`config.mk`:
```
export PLATFORM = sky130hd
export DESIGN_NAME = fpm_menu
export DESIGN_NICKNAME = d
export VERILOG_FILES = /design/src/hw/fpm_pkg.sv /design/src/hw/fpm_menu.sv
export SDC_FILE = /design/constraint.sdc
export NUM_CORES = 1
export LEC_CHECK = 0
export ABC_AREA = 1
export BUFFER_PORTS_ARGS = -buffer_cell sky130_fd_sc_hd__clkbuf_2
export CAP_MARGIN = 10
export CORE_AREA = 2 2 268 270
export CTS_BUF_LIST = sky130_fd_sc_hd__clkbuf_16
export DETAILED_ROUTE_END_ITERATION = 12
export DIE_AREA = 0 0 270 272
export PLACE_DENSITY = 0.47
export RECOVER_POWER = 100
export SYNTH_ARGS = -nofsm -noshare
export SYNTH_HDL_FRONTEND = slang
export SYNTH_SLANG_ARGS = --single-unit
```
`constraint.sdc`:
```
create_clock -name clk -period 8.8 [get_ports clk]
set_input_delay 0.44 -clock clk [delete_from_list [all_inputs] [get_ports clk]]
set_output_delay 0.44 -clock clk [all_outputs]
set_load 0.01 [all_outputs]
```
`src/hw/fpm_pkg.sv`:
```
// Package for the front panel parameter menu
package fpm_pkg;
	localparam int CLK_HZ            = 125_000_000;
	localparam int IDLE_TIME_S       = 30;
	localparam longint IDLE_CYCLES   = longint'(IDLE_TIME_S) * CLK_HZ;
	localparam int DEBOUNCE_TIME_MS  = 20;
	localparam int DEBOUNCE_CYCLES   = DEBOUNCE_TIME_MS * (CLK_HZ / 1000);
	localparam int REPEAT_DELAY_MS   = 500;
	localparam int REPEAT_DELAY_CYC  = REPEAT_DELAY_MS * (CLK_HZ / 1000);
	localparam int REPEAT_RATE_MS    = 100;
	localparam int REPEAT_RATE_CYC   = REPEAT_RATE_MS * (CLK_HZ / 1000);
	localparam int FLASH_TIME_MS     = 250;
	localparam int FLASH_CYCLES      = FLASH_TIME_MS * (CLK_HZ / 1000);
	// Special page numbers
	localparam logic [7:0] PAGE_OPERATOR = 8'h00;
	localparam logic [7:0] PAGE_DEFAULTS = 8'h63;
	localparam logic [7:0] PAGE_LOCK     = 8'h7B;
	localparam logic [7:0] PAGE_MAX      = 8'hFF;
	// Lower readout tag codes
	localparam logic [15:0] TAG_PAGE     = 16'hFA6E;
	localparam logic [15:0] TAG_MAIN     = 16'h0000;
	// Factory lock state
	localparam logic LOCK_RESET          = 1'b0;
	typedef enum logic [2:0] {
		FPM_MAIN    = 3'b000,
		FPM_PAGESEL = 3'b001,
		FPM_LOOKUP  = 3'b010,
		FPM_SKIP    = 3'b011,
		FPM_SHOW    = 3'b100,
		FPM_COMMIT  = 3'b101,
		FPM_DEFAULT = 3'b110
	} fpm_state_type;
	// One cleaned key event per key
	typedef struct packed {
		logic page;
		logic up;
		logic down;
		logic enter;
	} fpm_keys_type;
	// Attributes of one table entry
	typedef struct packed {
		logic [7:0]  page;
		logic [15:0] tag;
		logic signed [15:0] min_val;
		logic signed [15:0] max_val;
		logic signed [15:0] def_val;
		logic        last;
	} fpm_param_type;
endpackage

```
`src/hw/fpm_menu.sv`:
```
// Front panel parameter menu state machine
`timescale 1ns/10ps
// Summary of operation
// - Show tag low, value high, fixed order
// - Page key shows PAGE and 0
// - Page number steps one, faster held
// - Enter valid page shows first parameter
// - Invalid page returns to main display
// - Enter advances, last wraps to first
// - Up/down step value, held repeats faster
// - Flash at limit, ignore further step
// - Enter commits value, shows next parameter
// - Uncommitted value dropped; power up main
// - Thirty seconds idle returns to main
// - Skip parameters whose condition fails
// - Lock allows viewing, blocks adjustment
// - Lock cleared in factory condition
// - Page 123 unlocked enables lock
// - Page 123 twice per power unlocks
// - Set-up enable allows setpoint under lock
// - Manual enable allows valve adjust locked
// - Page zero gated by adjust enable
// - Locked page 99 treated as invalid
// - Page 99 unlocked restores all defaults
// - Defaults use resolution 1, Celsius
module fpm_menu
	import fpm_pkg::*;
#(
	parameter int NPAR        = 8,
	parameter int IDX_W       = 3,
	parameter longint IDLE_CYC = IDLE_CYCLES,
	parameter int DEB_CYC     = DEBOUNCE_CYCLES,
	parameter int RPT_DLY     = REPEAT_DELAY_CYC,
	parameter int RPT_RATE    = REPEAT_RATE_CYC
) (
	// Clock and power-on reset
	input  wire logic               clk,
	input  wire logic               rst,
	// Raw front panel keys, high while pressed
	input  wire logic               key_page_in,
	input  wire logic               key_up_in,
	input  wire logic               key_down_in,
	input  wire logic               key_enter_in,
	// Parameter table, one entry per index
	input  wire fpm_param_type      par_table [NPAR],
	input  wire logic [NPAR-1:0]    par_enabled,
	input  wire logic [NPAR-1:0]    par_setpoint,
	input  wire logic [NPAR-1:0]    par_valve,
	// Supervisory enables
	input  wire logic               sup_setup_en,
	input  wire logic               sup_manual_en,
	input  wire logic               sup_adjust_en,
	// Non-volatile store interface
	input  wire logic signed [15:0] nv_rd_data,
	output logic [IDX_W-1:0]        nv_addr,
	output logic                    nv_wr,
	output logic signed [15:0]      nv_wr_data,
	output logic                    restart_req,
	// Readouts and status
	output logic [15:0]             upper_value,
	output logic [15:0]             lower_tag,
	output logic                    upper_flash,
	output logic                    program_mode,
	output logic                    lock_on
);
	localparam int DB_W = $clog2(DEB_CYC + 1);
	localparam int RP_W = $clog2(RPT_DLY + 1);
	localparam int ID_W = $clog2(IDLE_CYC + 1);

	logic [3:0]          raw_s1;
	logic [3:0]          raw_s2;
	logic [3:0]          clean;
	logic [3:0]          clean_d;
	logic [DB_W-1:0]     db_cnt [4];
	logic [RP_W-1:0]     rpt_cnt;
	fpm_keys_type        ev;
	logic                rpt_up;
	logic                rpt_down;
	fpm_state_type       state;
	logic [7:0]          page_num;
	logic [IDX_W-1:0]    idx;
	logic [IDX_W-1:0]    scan_start;
	logic signed [15:0]  edit_val;
	logic                edited;
	logic                unlock_armed;
	logic [ID_W-1:0]     idle_cnt;
	logic                idle_expire;
	logic                may_adjust;
	logic                at_max;
	logic                at_min;

	// True when index i is the page's entry of interest and enabled
	function automatic logic visible(input int i, input logic [7:0] pg);
		visible = (par_table[i].page == pg) && par_enabled[i];
	endfunction

	// Next index with wrap
	function automatic logic [IDX_W-1:0] wrap_inc(input logic [IDX_W-1:0] v);
		if (int'(v) == NPAR - 1) begin
			wrap_inc = '0;
		end else begin
			wrap_inc = v + 1'b1;
		end
	endfunction

	// Two-stage synchroniser for the key pins
	always_ff @(posedge clk or posedge rst) begin
		if (rst) begin
			raw_s1 <= 4'h0;
			raw_s2 <= 4'h0;
		end else begin
			raw_s1 <= {key_page_in, key_up_in, key_down_in, key_enter_in};
			raw_s2 <= raw_s1;
		end
	end

	// Debounce: a key state changes only after it is stable long enough
	always_ff @(posedge clk or posedge rst) begin
		if (rst) begin
			clean <= 4'h0;
			for (int k = 0; k < 4; k++) begin
				db_cnt[k] <= '0;
			end
		end else begin
			for (int k = 0; k < 4; k++) begin
				if (raw_s2[k] == clean[k]) begin
					db_cnt[k] <= '0;
				end else if (int'(db_cnt[k]) >= DEB_CYC - 1) begin
					clean[k]  <= raw_s2[k];
					db_cnt[k] <= '0;
				end else begin
					db_cnt[k] <= db_cnt[k] + 1'b1;
				end
			end
		end
	end

	// Edge history of the clean keys
	always_ff @(posedge clk or posedge rst) begin
		if (rst) begin
			clean_d <= 4'h0;
		end else begin
			clean_d <= clean;
		end
	end

	// Auto-repeat for held up or down key
	always_ff @(posedge clk or posedge rst) begin
		if (rst) begin
			rpt_cnt <= '0;
		end else if (!(clean[2] ^ clean[1])) begin
			rpt_cnt <= '0;
		end else if (int'(rpt_cnt) >= RPT_DLY - 1) begin
			rpt_cnt <= RP_W'(RPT_DLY - RPT_RATE);
		end else begin
			rpt_cnt <= rpt_cnt + 1'b1;
		end
	end

	assign rpt_up   = clean[2] && !clean[1] && int'(rpt_cnt) >= RPT_DLY - 1;
	assign rpt_down = clean[1] && !clean[2] && int'(rpt_cnt) >= RPT_DLY - 1;

	// Events: page and enter on release, up/down on press or repeat
	always_comb begin
		ev.page  = clean_d[3] && !clean[3];
		ev.enter = clean_d[0] && !clean[0];
		ev.up    = (clean[2] && !clean_d[2]) || rpt_up;
		ev.down  = (clean[1] && !clean_d[1]) || rpt_down;
	end

	// Adjustment permission and limit checks for the shown entry
	always_comb begin
		if (par_table[idx].page == PAGE_OPERATOR) begin
			may_adjust = sup_adjust_en;
		end else if (!lock_on) begin
			may_adjust = 1'b1;
		end else if (par_setpoint[idx]) begin
			may_adjust = sup_setup_en;
		end else if (par_valve[idx]) begin
			may_adjust = sup_manual_en;
		end else begin
			may_adjust = 1'b0;
		end
		at_max = edit_val >= par_table[idx].max_val;
		at_min = edit_val <= par_table[idx].min_val;
	end

	// Idle timer: reloaded by any key, held clear in main display
	always_ff @(posedge clk or posedge rst) begin
		if (rst) begin
			idle_cnt <= '0;
		end else if (state == FPM_MAIN || (ev != '0)) begin
			idle_cnt <= '0;
		end else if (!idle_expire) begin
			idle_cnt <= idle_cnt + 1'b1;
		end
	end

	assign idle_expire = longint'(idle_cnt) >= IDLE_CYC;

	// Lock bit and pending unlock entry; both lost at power-on
	always_ff @(posedge clk or posedge rst) begin
		if (rst) begin
			lock_on      <= LOCK_RESET;
			unlock_armed <= 1'b0;
		end else if (state == FPM_PAGESEL && ev.enter
				&& page_num == PAGE_LOCK) begin
			if (!lock_on) begin
				lock_on <= 1'b1;
			end else if (unlock_armed) begin
				lock_on      <= 1'b0;
				unlock_armed <= 1'b0;
			end else begin
				unlock_armed <= 1'b1;
			end
		end
	end

	// Menu sequencer
	always_ff @(posedge clk or posedge rst) begin
		if (rst) begin
			state       <= FPM_MAIN;
			page_num    <= 8'h00;
			idx         <= '0;
			scan_start  <= '0;
			edit_val    <= 16'sh0000;
			edited      <= 1'b0;
			nv_wr       <= 1'b0;
			nv_wr_data  <= 16'sh0000;
			restart_req <= 1'b0;
		end else begin
			nv_wr       <= 1'b0;
			restart_req <= 1'b0;
			if (idle_expire && state != FPM_MAIN) begin
				state  <= FPM_MAIN;
				edited <= 1'b0;
			end else begin
				case (state)
				FPM_MAIN: begin
					if (ev.page) begin
						page_num <= PAGE_OPERATOR;
						state    <= FPM_PAGESEL;
					end
				end
				FPM_PAGESEL: begin
					if (ev.page) begin
						state <= FPM_MAIN;
					end else if (ev.up && page_num != PAGE_MAX) begin
						page_num <= page_num + 8'h01;
					end else if (ev.down && page_num != 8'h00) begin
						page_num <= page_num - 8'h01;
					end else if (ev.enter) begin
						if (page_num == PAGE_LOCK) begin
							state <= FPM_MAIN;
						end else if (page_num == PAGE_DEFAULTS
								&& !lock_on) begin
							idx   <= '0;
							state <= FPM_DEFAULT;
						end else begin
							idx        <= '0;
							scan_start <= '0;
							state      <= FPM_LOOKUP;
						end
					end
				end
				FPM_LOOKUP: begin
					// Search the table in order for the first shown entry
					if (visible(int'(idx), page_num)) begin
						edit_val <= nv_rd_data;
						edited   <= 1'b0;
						state    <= FPM_SHOW;
					end else if (int'(idx) == NPAR - 1) begin
						state <= FPM_MAIN;
					end else begin
						idx <= idx + 1'b1;
					end
				end
				FPM_SKIP: begin
					// Walk forward to the next shown entry, wrapping
					if (visible(int'(idx), page_num)) begin
						edit_val <= nv_rd_data;
						edited   <= 1'b0;
						state    <= FPM_SHOW;
					end else begin
						idx <= wrap_inc(idx);
					end
				end
				FPM_SHOW: begin
					if (ev.page) begin
						edited <= 1'b0;
						state  <= FPM_MAIN;
					end else if (ev.enter) begin
						if (edited) begin
							nv_wr      <= 1'b1;
							nv_wr_data <= edit_val;
						end
						state <= FPM_COMMIT;
					end else if (ev.up && may_adjust && !at_max) begin
						edit_val <= edit_val + 16'sh0001;
						edited   <= 1'b1;
					end else if (ev.down && may_adjust && !at_min) begin
						edit_val <= edit_val - 16'sh0001;
						edited   <= 1'b1;
					end
				end
				FPM_COMMIT: begin
					idx   <= wrap_inc(idx);
					state <= FPM_SKIP;
				end
				FPM_DEFAULT: begin
					// Write each default; table defaults are at res 1, C.
					// Step only after the write, so it lands at this index
					if (!nv_wr) begin
						nv_wr      <= 1'b1;
						nv_wr_data <= par_table[idx].def_val;
					end else if (int'(idx) == NPAR - 1) begin
						restart_req <= 1'b1;
						state       <= FPM_MAIN;
					end else begin
						idx <= idx + 1'b1;
					end
				end
				default: begin
					state <= FPM_MAIN;
				end
				endcase
			end
		end
	end

	// Store address is the index flip-flop itself, so a lookup reads
	// the very entry that it tests in the same cycle
	assign nv_addr = idx;

	// Readouts
	always_ff @(posedge clk or posedge rst) begin
		if (rst) begin
			upper_value  <= 16'h0000;
			lower_tag    <= TAG_MAIN;
			upper_flash  <= 1'b0;
			program_mode <= 1'b0;
		end else begin
			program_mode <= state != FPM_MAIN;
			case (state)
			FPM_PAGESEL: begin
				upper_value <= {8'h00, page_num};
				lower_tag   <= TAG_PAGE;
				upper_flash <= 1'b0;
			end
			FPM_SHOW: begin
				upper_value <= edit_val;
				lower_tag   <= par_table[idx].tag;
				upper_flash <= at_max || at_min;
			end
			default: begin
				upper_value <= upper_value;
				lower_tag   <= (state == FPM_MAIN) ? TAG_MAIN : lower_tag;
				upper_flash <= 1'b0;
			end
			endcase
		end
	end
endmodule

```
======== Word level (Yosys, flattened, before mapping) ========
Index checks and enable logic that the tools add are counted.
W data, S select, Z words.
word-level totals
  logic and storage cells ................. 250
  output and inout port bits .............. 56
  input port bits ......................... 633
  register bits ........................... 247
cells by class
  muxes and demuxes ....................... 93
  magnitude comparators ................... 12
  bitwise gates (word level) .............. 8
  eq/ne operators ......................... 43
  add/subtract/negate cells ............... 11
  reduce and logical (&&, ||, !) cells .... 56
operators with widths
  kind                     number
  $bmux W73 S3             2
  $mux W73                 4
  $mux W22                 8
  $mux W16                 10
  $pmux W16 S2             4
  $add A22 B1 Y22 const B  4
  $ge A22 B22 Y1 const B   4
  $mux W3                  24
  $mux W32                 2
  $mux W26                 2
  $add A32 B1 Y32 const B  1
  $ge A32 B32 Y1 const B   1
  $ge A32 B4 Y1 const B    1
  $mux W8                  4
  $not A3 Y32              1
  $ne A2 B2 Y1 const B     14
  $add A26 B1 Y26 const B  1
  $ge A26 B26 Y1 const B   1
  $mux W1                  25
  $pmux W3 S7              1
  $logic_and A1 B1 Y1      19
  $add A16 B2 Y16 const B  1
  $eq A8 B7 Y1 const B     2
  $ge A16 B16 Y1           1
  other kinds (42)         86

======== Longest topological paths before layout ========
  depth after elaboration ................. 14
  depth in mapped cells ................... 36
  depth with buffers taken out ............ 32

======== Least setup slack after synthesis ========
OpenSTA, ideal clock, no wires.
  path type ............................... reg2reg
  from .................................... register idx[0] (netlist: nv_addr[0])
  to ...................................... register edit_val[10]
  data arrival time ....................... 4.789 ns
  cell stages (with the launch flop) ...... 31
  period minus slack after synthesis ...... 4.906 ns
  setup time .............................. 0.117 ns
  data required time ...................... 8.683 ns
  buffers on the path ..................... 5
  setup slack ............................. 3.894 ns
  cells stage by stage .................... dfrtp_1 -> buf_6 -> buf_2 -> buf_2 -> clkbuf_1 -> clkbuf_1 -> nor2_1 -> o221ai_1 -> o21ai_0 -> ha_1 -> nand2_1 -> inv_1 -> o21ai_0 -> nand2_1 -> a21oi_1 -> nand2_1 -> nand2_1 -> nand3_1 -> nor2_1 -> nand2_2 -> ha_1 -> nand2_1 -> o21ai_0 -> a21oi_1 -> o21ai_0 -> a21boi_0 -> or2_2 -> nand3_1 -> nand2_1 -> nand2_1 -> nand2_1
between the ends
  word-level cells in the longest chain between the ends .. 12
  elaborated cells between the ends (all ways) .. 36
  those cells by class .................... order compare: 2; eq/ne: 3; mux: 20; bitwise: 2; reduce/logical: 9
RTL lines
  element                                                  line             RTL
  start: declaration                                       fpm_menu.sv:81   logic [IDX_W-1:0] idx;
  start signal: assignment                                 fpm_menu.sv:275  idx <= idx + 1'b1;
  start signal: assignment                                 fpm_menu.sv:285  idx <= wrap_inc(idx);
  start signal: assignment                                 fpm_menu.sv:307  idx <= wrap_inc(idx);
  branches (longest 12 deep; another with $ge A16 B16 Y1)  -
  end signal: assignment                                   fpm_menu.sv:281  edit_val <= nv_rd_data;
  end signal: assignment                                   fpm_menu.sv:299  edit_val <= edit_val + 16'sh0001;
  end signal: assignment                                   fpm_menu.sv:302  edit_val <= edit_val - 16'sh0001;
  end: declaration                                         fpm_menu.sv:83   logic signed [15:0] edit_val;
Parallel ways; which one is timed is not known. The select of a mux whose other input is x is not followed.
A chain may end at the register's enable or synchronous reset.

======== Worst setup path after layout ========
Ends and elaborated chain as after synthesis.

==> out/qor.yml <==
holdBufCountCts: 5
synth_edf_count: 0
viasPerCell: 5.09
synthCells: 2944
multiInputGateArea_um2: 11400
synth-seq-cells: 247
ios: 689
hold_class: "in2reg"
worstPathMaxFanout: 61
numCtsBuffers: 31
failed_checks: "max-capacitance violations, max-slew violations"
timing.rr.end: "edit_val[10]$_DFFE_PP0P_"
dpl_cell_area_um2: 23500
total_power_mw: 2.75
overflow: 0
routed_wirelength_um: 115000
crit_arrival_ns: 7.79
cts_resized: 0
final-seq-area_um2: 6180
status: "finished, violations left"
die_x_um: 270
final.setup_skew_ns: 0.0119
fin_setup_tns_ns: 0
drtPass1Iterations: 5
setup_viol: 0
hold-path-cell-count: 5
start_util_pct: 27.3
slew_violations: 344
drt_iter0_markers: 1965
tritoncts: "built"
post-dp-hpwl_um: 93900
irDropWorstVdd_mv: 0.151
max_freq_ghz: 0.137
criticalPathCategory: "reg2reg"
p_per_area_nw_per_um2: 112
globalplace.congestion: 1.03
clock_latency_ns: 0.61
die-area_um2: 73400
layout_common_cells: "clkbuf_2, nor2_1, nand2_1, o21ai_0, inv_1"
grt_pass1_wl_um: 160000
setup.worst_path.end_class: "flip-flop"
synth.distinct_cells: 55
htreeDepth: 1
clk_path_buf_depth: 3
maxSlewHeadroom_pct: -193
synth_flop_cell: "dfrtp_1"
hold-path-endpoint: "edit_val[10]$_DFFE_PP0P_"
grt_pass1_vias: 22000
drc_errors: 0
row_count: 98
syn_avg_cell_area_um2: 6.57
netlist_area_um2: 19300
r2r-start: "nv_addr[0]$_DFFE_PP0P_"
grt.total_usage_pct: 30.2
clockRootBuffer: "clkbuf_16"
die_h_um: 272
clkSlewWorstSetupHoldPaths_ns: 0.06
required_ns: 9.30
ys_warn_count: 0
cts_num_sinks: 247
antenna_left: 0
r2r_cells: 26
rsz0062_at_grt: "no"
drive_gt1_share_pct: 19.9
ys_async_sr_fraction_pct: 100
wl_per_cell_um: 25.4
cellLeakagePower_nw: 11.8
start_kind: "flip-flop"
r2r_slack_ns: 1.51
antenna_found_initial: 70
hold_viol: 0
cap_violations: 7
fillers: 8001
core_um2: 70800
tightest_slew_ns: 4.39
nets: 4227
areaGrowthSynthToFinish_pct: 26.6
vias: 23100
period_share_pct: 82.8
yosysSeqAreaShare_pct: 32.0
cts_setup_buffers: 0
fin_crit_ns: 7.29
final_common_cell: "clkbuf_2"
final_area_um2: 24500
io_buffers: 680
min_from: "nv_rd_data[10]"
syn_nets: 3643
grt_max_degree: 159
## critical path, cell delays in order, from the launching register on
cell	delay [ns]
dfrtp_1	1.56
buf_4	0.74
o21ai_0	0.41
o221ai_1	0.32
o21ai_0	0.16
ha_1	0.34
nand2_1	0.06
nand2_1	0.05
nand3_1	0.06
nand2_1	0.06
a21oi_1	0.20
nand2_1	0.08
nand2_1	0.06
nand3_1	0.21
nor2_1	0.26
nand2_2	0.32
ha_1	0.50
nand2_1	0.07
o21ai_0	0.45
a21oi_1	0.16
o21ai_0	0.30
a21boi_0	0.16
or2_2	0.30
nand3_1	0.09
nand2_1	0.07
nand2_1	0.07
nand2_1	0.05
## report_power, final
part | total (mW) | internal (mW) | switching [mW]
combinational | 0.298 | 0.135 | 0.163
clock | 1.30 | 0.755 | 0.549
sequential | 1.15 | 1.14 | 0.00379
total | 2.75 | 2.03 | 0.716
## cell usage after synthesis, types with 6 or more instances
cell / count / area share, %
a211oi_1: 14 / 0.54
a21oi_1: 80 / 2.1
a31oi_1: 31 / 1.0
buf_1: 6 / 0.12
buf_2: 15 / 0.39
buf_6: 7 / 0.41
clkbuf_1: 121 / 2.3
dfrtp_1: 247 / 32
ha_1: 64 / 4.1
inv_1: 277 / 5.4
nand2_1: 548 / 11
nand3_1: 174 / 4.5
nand4_1: 36 / 1.2
nor2_1: 557 / 11
nor3_1: 72 / 1.9
nor3b_1: 21 / 0.82
nor4_1: 23 / 0.74
o211ai_1: 14 / 0.54
o21ai_0: 365 / 9.4
o21ai_1: 13 / 0.34
o221ai_1: 82 / 3.7
o22ai_1: 47 / 1.5
or2_2: 6 / 0.19
xnor2_1: 15 / 0.68
xor2_1: 37 / 1.7
## logic make-up (layout without fill, tap and decap cells)
group / after synthesis / after routing / share of synthesized area, %
XOR/XNOR: 52 / 52 / 2.36
buffers and inverters: 439 / 1047 / 9.02
adder cells (fa/ha/maj): 66 / 66 / 4.35
AO/OA/AOI/OAI: 681 / 681 / 20.7
AND/OR/NAND/NOR: 1459 / 1459 / 31.6
other: 0 / 29 / 0
flip-flops: 247 / 247 / 32.0
## registers in the layout (all words and copies together) (netlist names), 3 cells and up
name / flops
rpt_cnt: 26
db_cnt: 88
edit_val: 16
page_num: 8
clean_d: 4
nv_addr: 3
lower_tag: 16
state: 3
clean: 4
upper_value: 16
idle_cnt: 32
raw_s1: 4
raw_s2: 4
nv_wr_data: 16
## area by class of cell
type,instances,share of cell area [%]
well taps,950,4.86
clock inverters,26,0.956
diodes,29,0.297
repair buffers,705,14.5
inverters,285,4.42
flip-flops and latches,247,25.3
clock buffers,31,3.17
multi-input cells,2258,46.5
## per-layer routing
| layer | part of all wire [%] | routed length, um | track usage, % | up-vias |
|---|---|---|---|---|
| li1 | - | - | - | 11100 |
| met1 | 43 | 49000 | 40.0 | 10800 |
| met2 | 41 | 47500 | 43.0 | 878 |
| met3 | 11 | 12400 | 10.8 | 206 |
| met4 | 5.2 | 6000 | 15.2 | 50 |
| met5 | 0.27 | 312 | 0 | - |
## how the worst max path moves through the flow
stage | from | end | slack (ns) | depth (start not counted)
CTS | nv_addr[0]$_DFFE_PP0P_ | edit_val[10]$_DFFE_PP0P_ | 2.41 | 24
global route | nv_addr[0]$_DFFE_PP0P_ | edit_val[10]$_DFFE_PP0P_ | 0.91 | 25
finish | nv_addr[0]$_DFFE_PP0P_ | edit_val[10]$_DFFE_PP0P_ | 1.51 | 26
detailed placement | nv_addr[0]$_DFFE_PP0P_ | edit_val[10]$_DFFE_PP0P_ | 2.43 | 24
floorplan | rst | clean[0]$_DFFE_PP0P_ | 1.57 | 1
global placement | nv_addr[0]$_DFFE_PP0P_ | edit_val[10]$_DFFE_PP0P_ | 2.45 | 27
## metrics by stage
| step | setup slack (ns) | hold WS, ns | cells | utilization, % |
|---|---|---|---|---|
| CTS | 2.41 | 0.111 | 4502 | 34.7 |
| finish | 1.51 | 0.135 | 4531 | 34.6 |
| detailed placement | 2.43 | 0.335 | 4440 | 33.2 |
| global placement | 2.45 | 0.338 | 4440 | 33.2 |
| global route | 0.914 | 0.155 | 4523 | 34.6 |
| floorplan | 1.57 | 0.331 | 2944 | - |
Note: power is estimated with default switching activity, not from simulation.
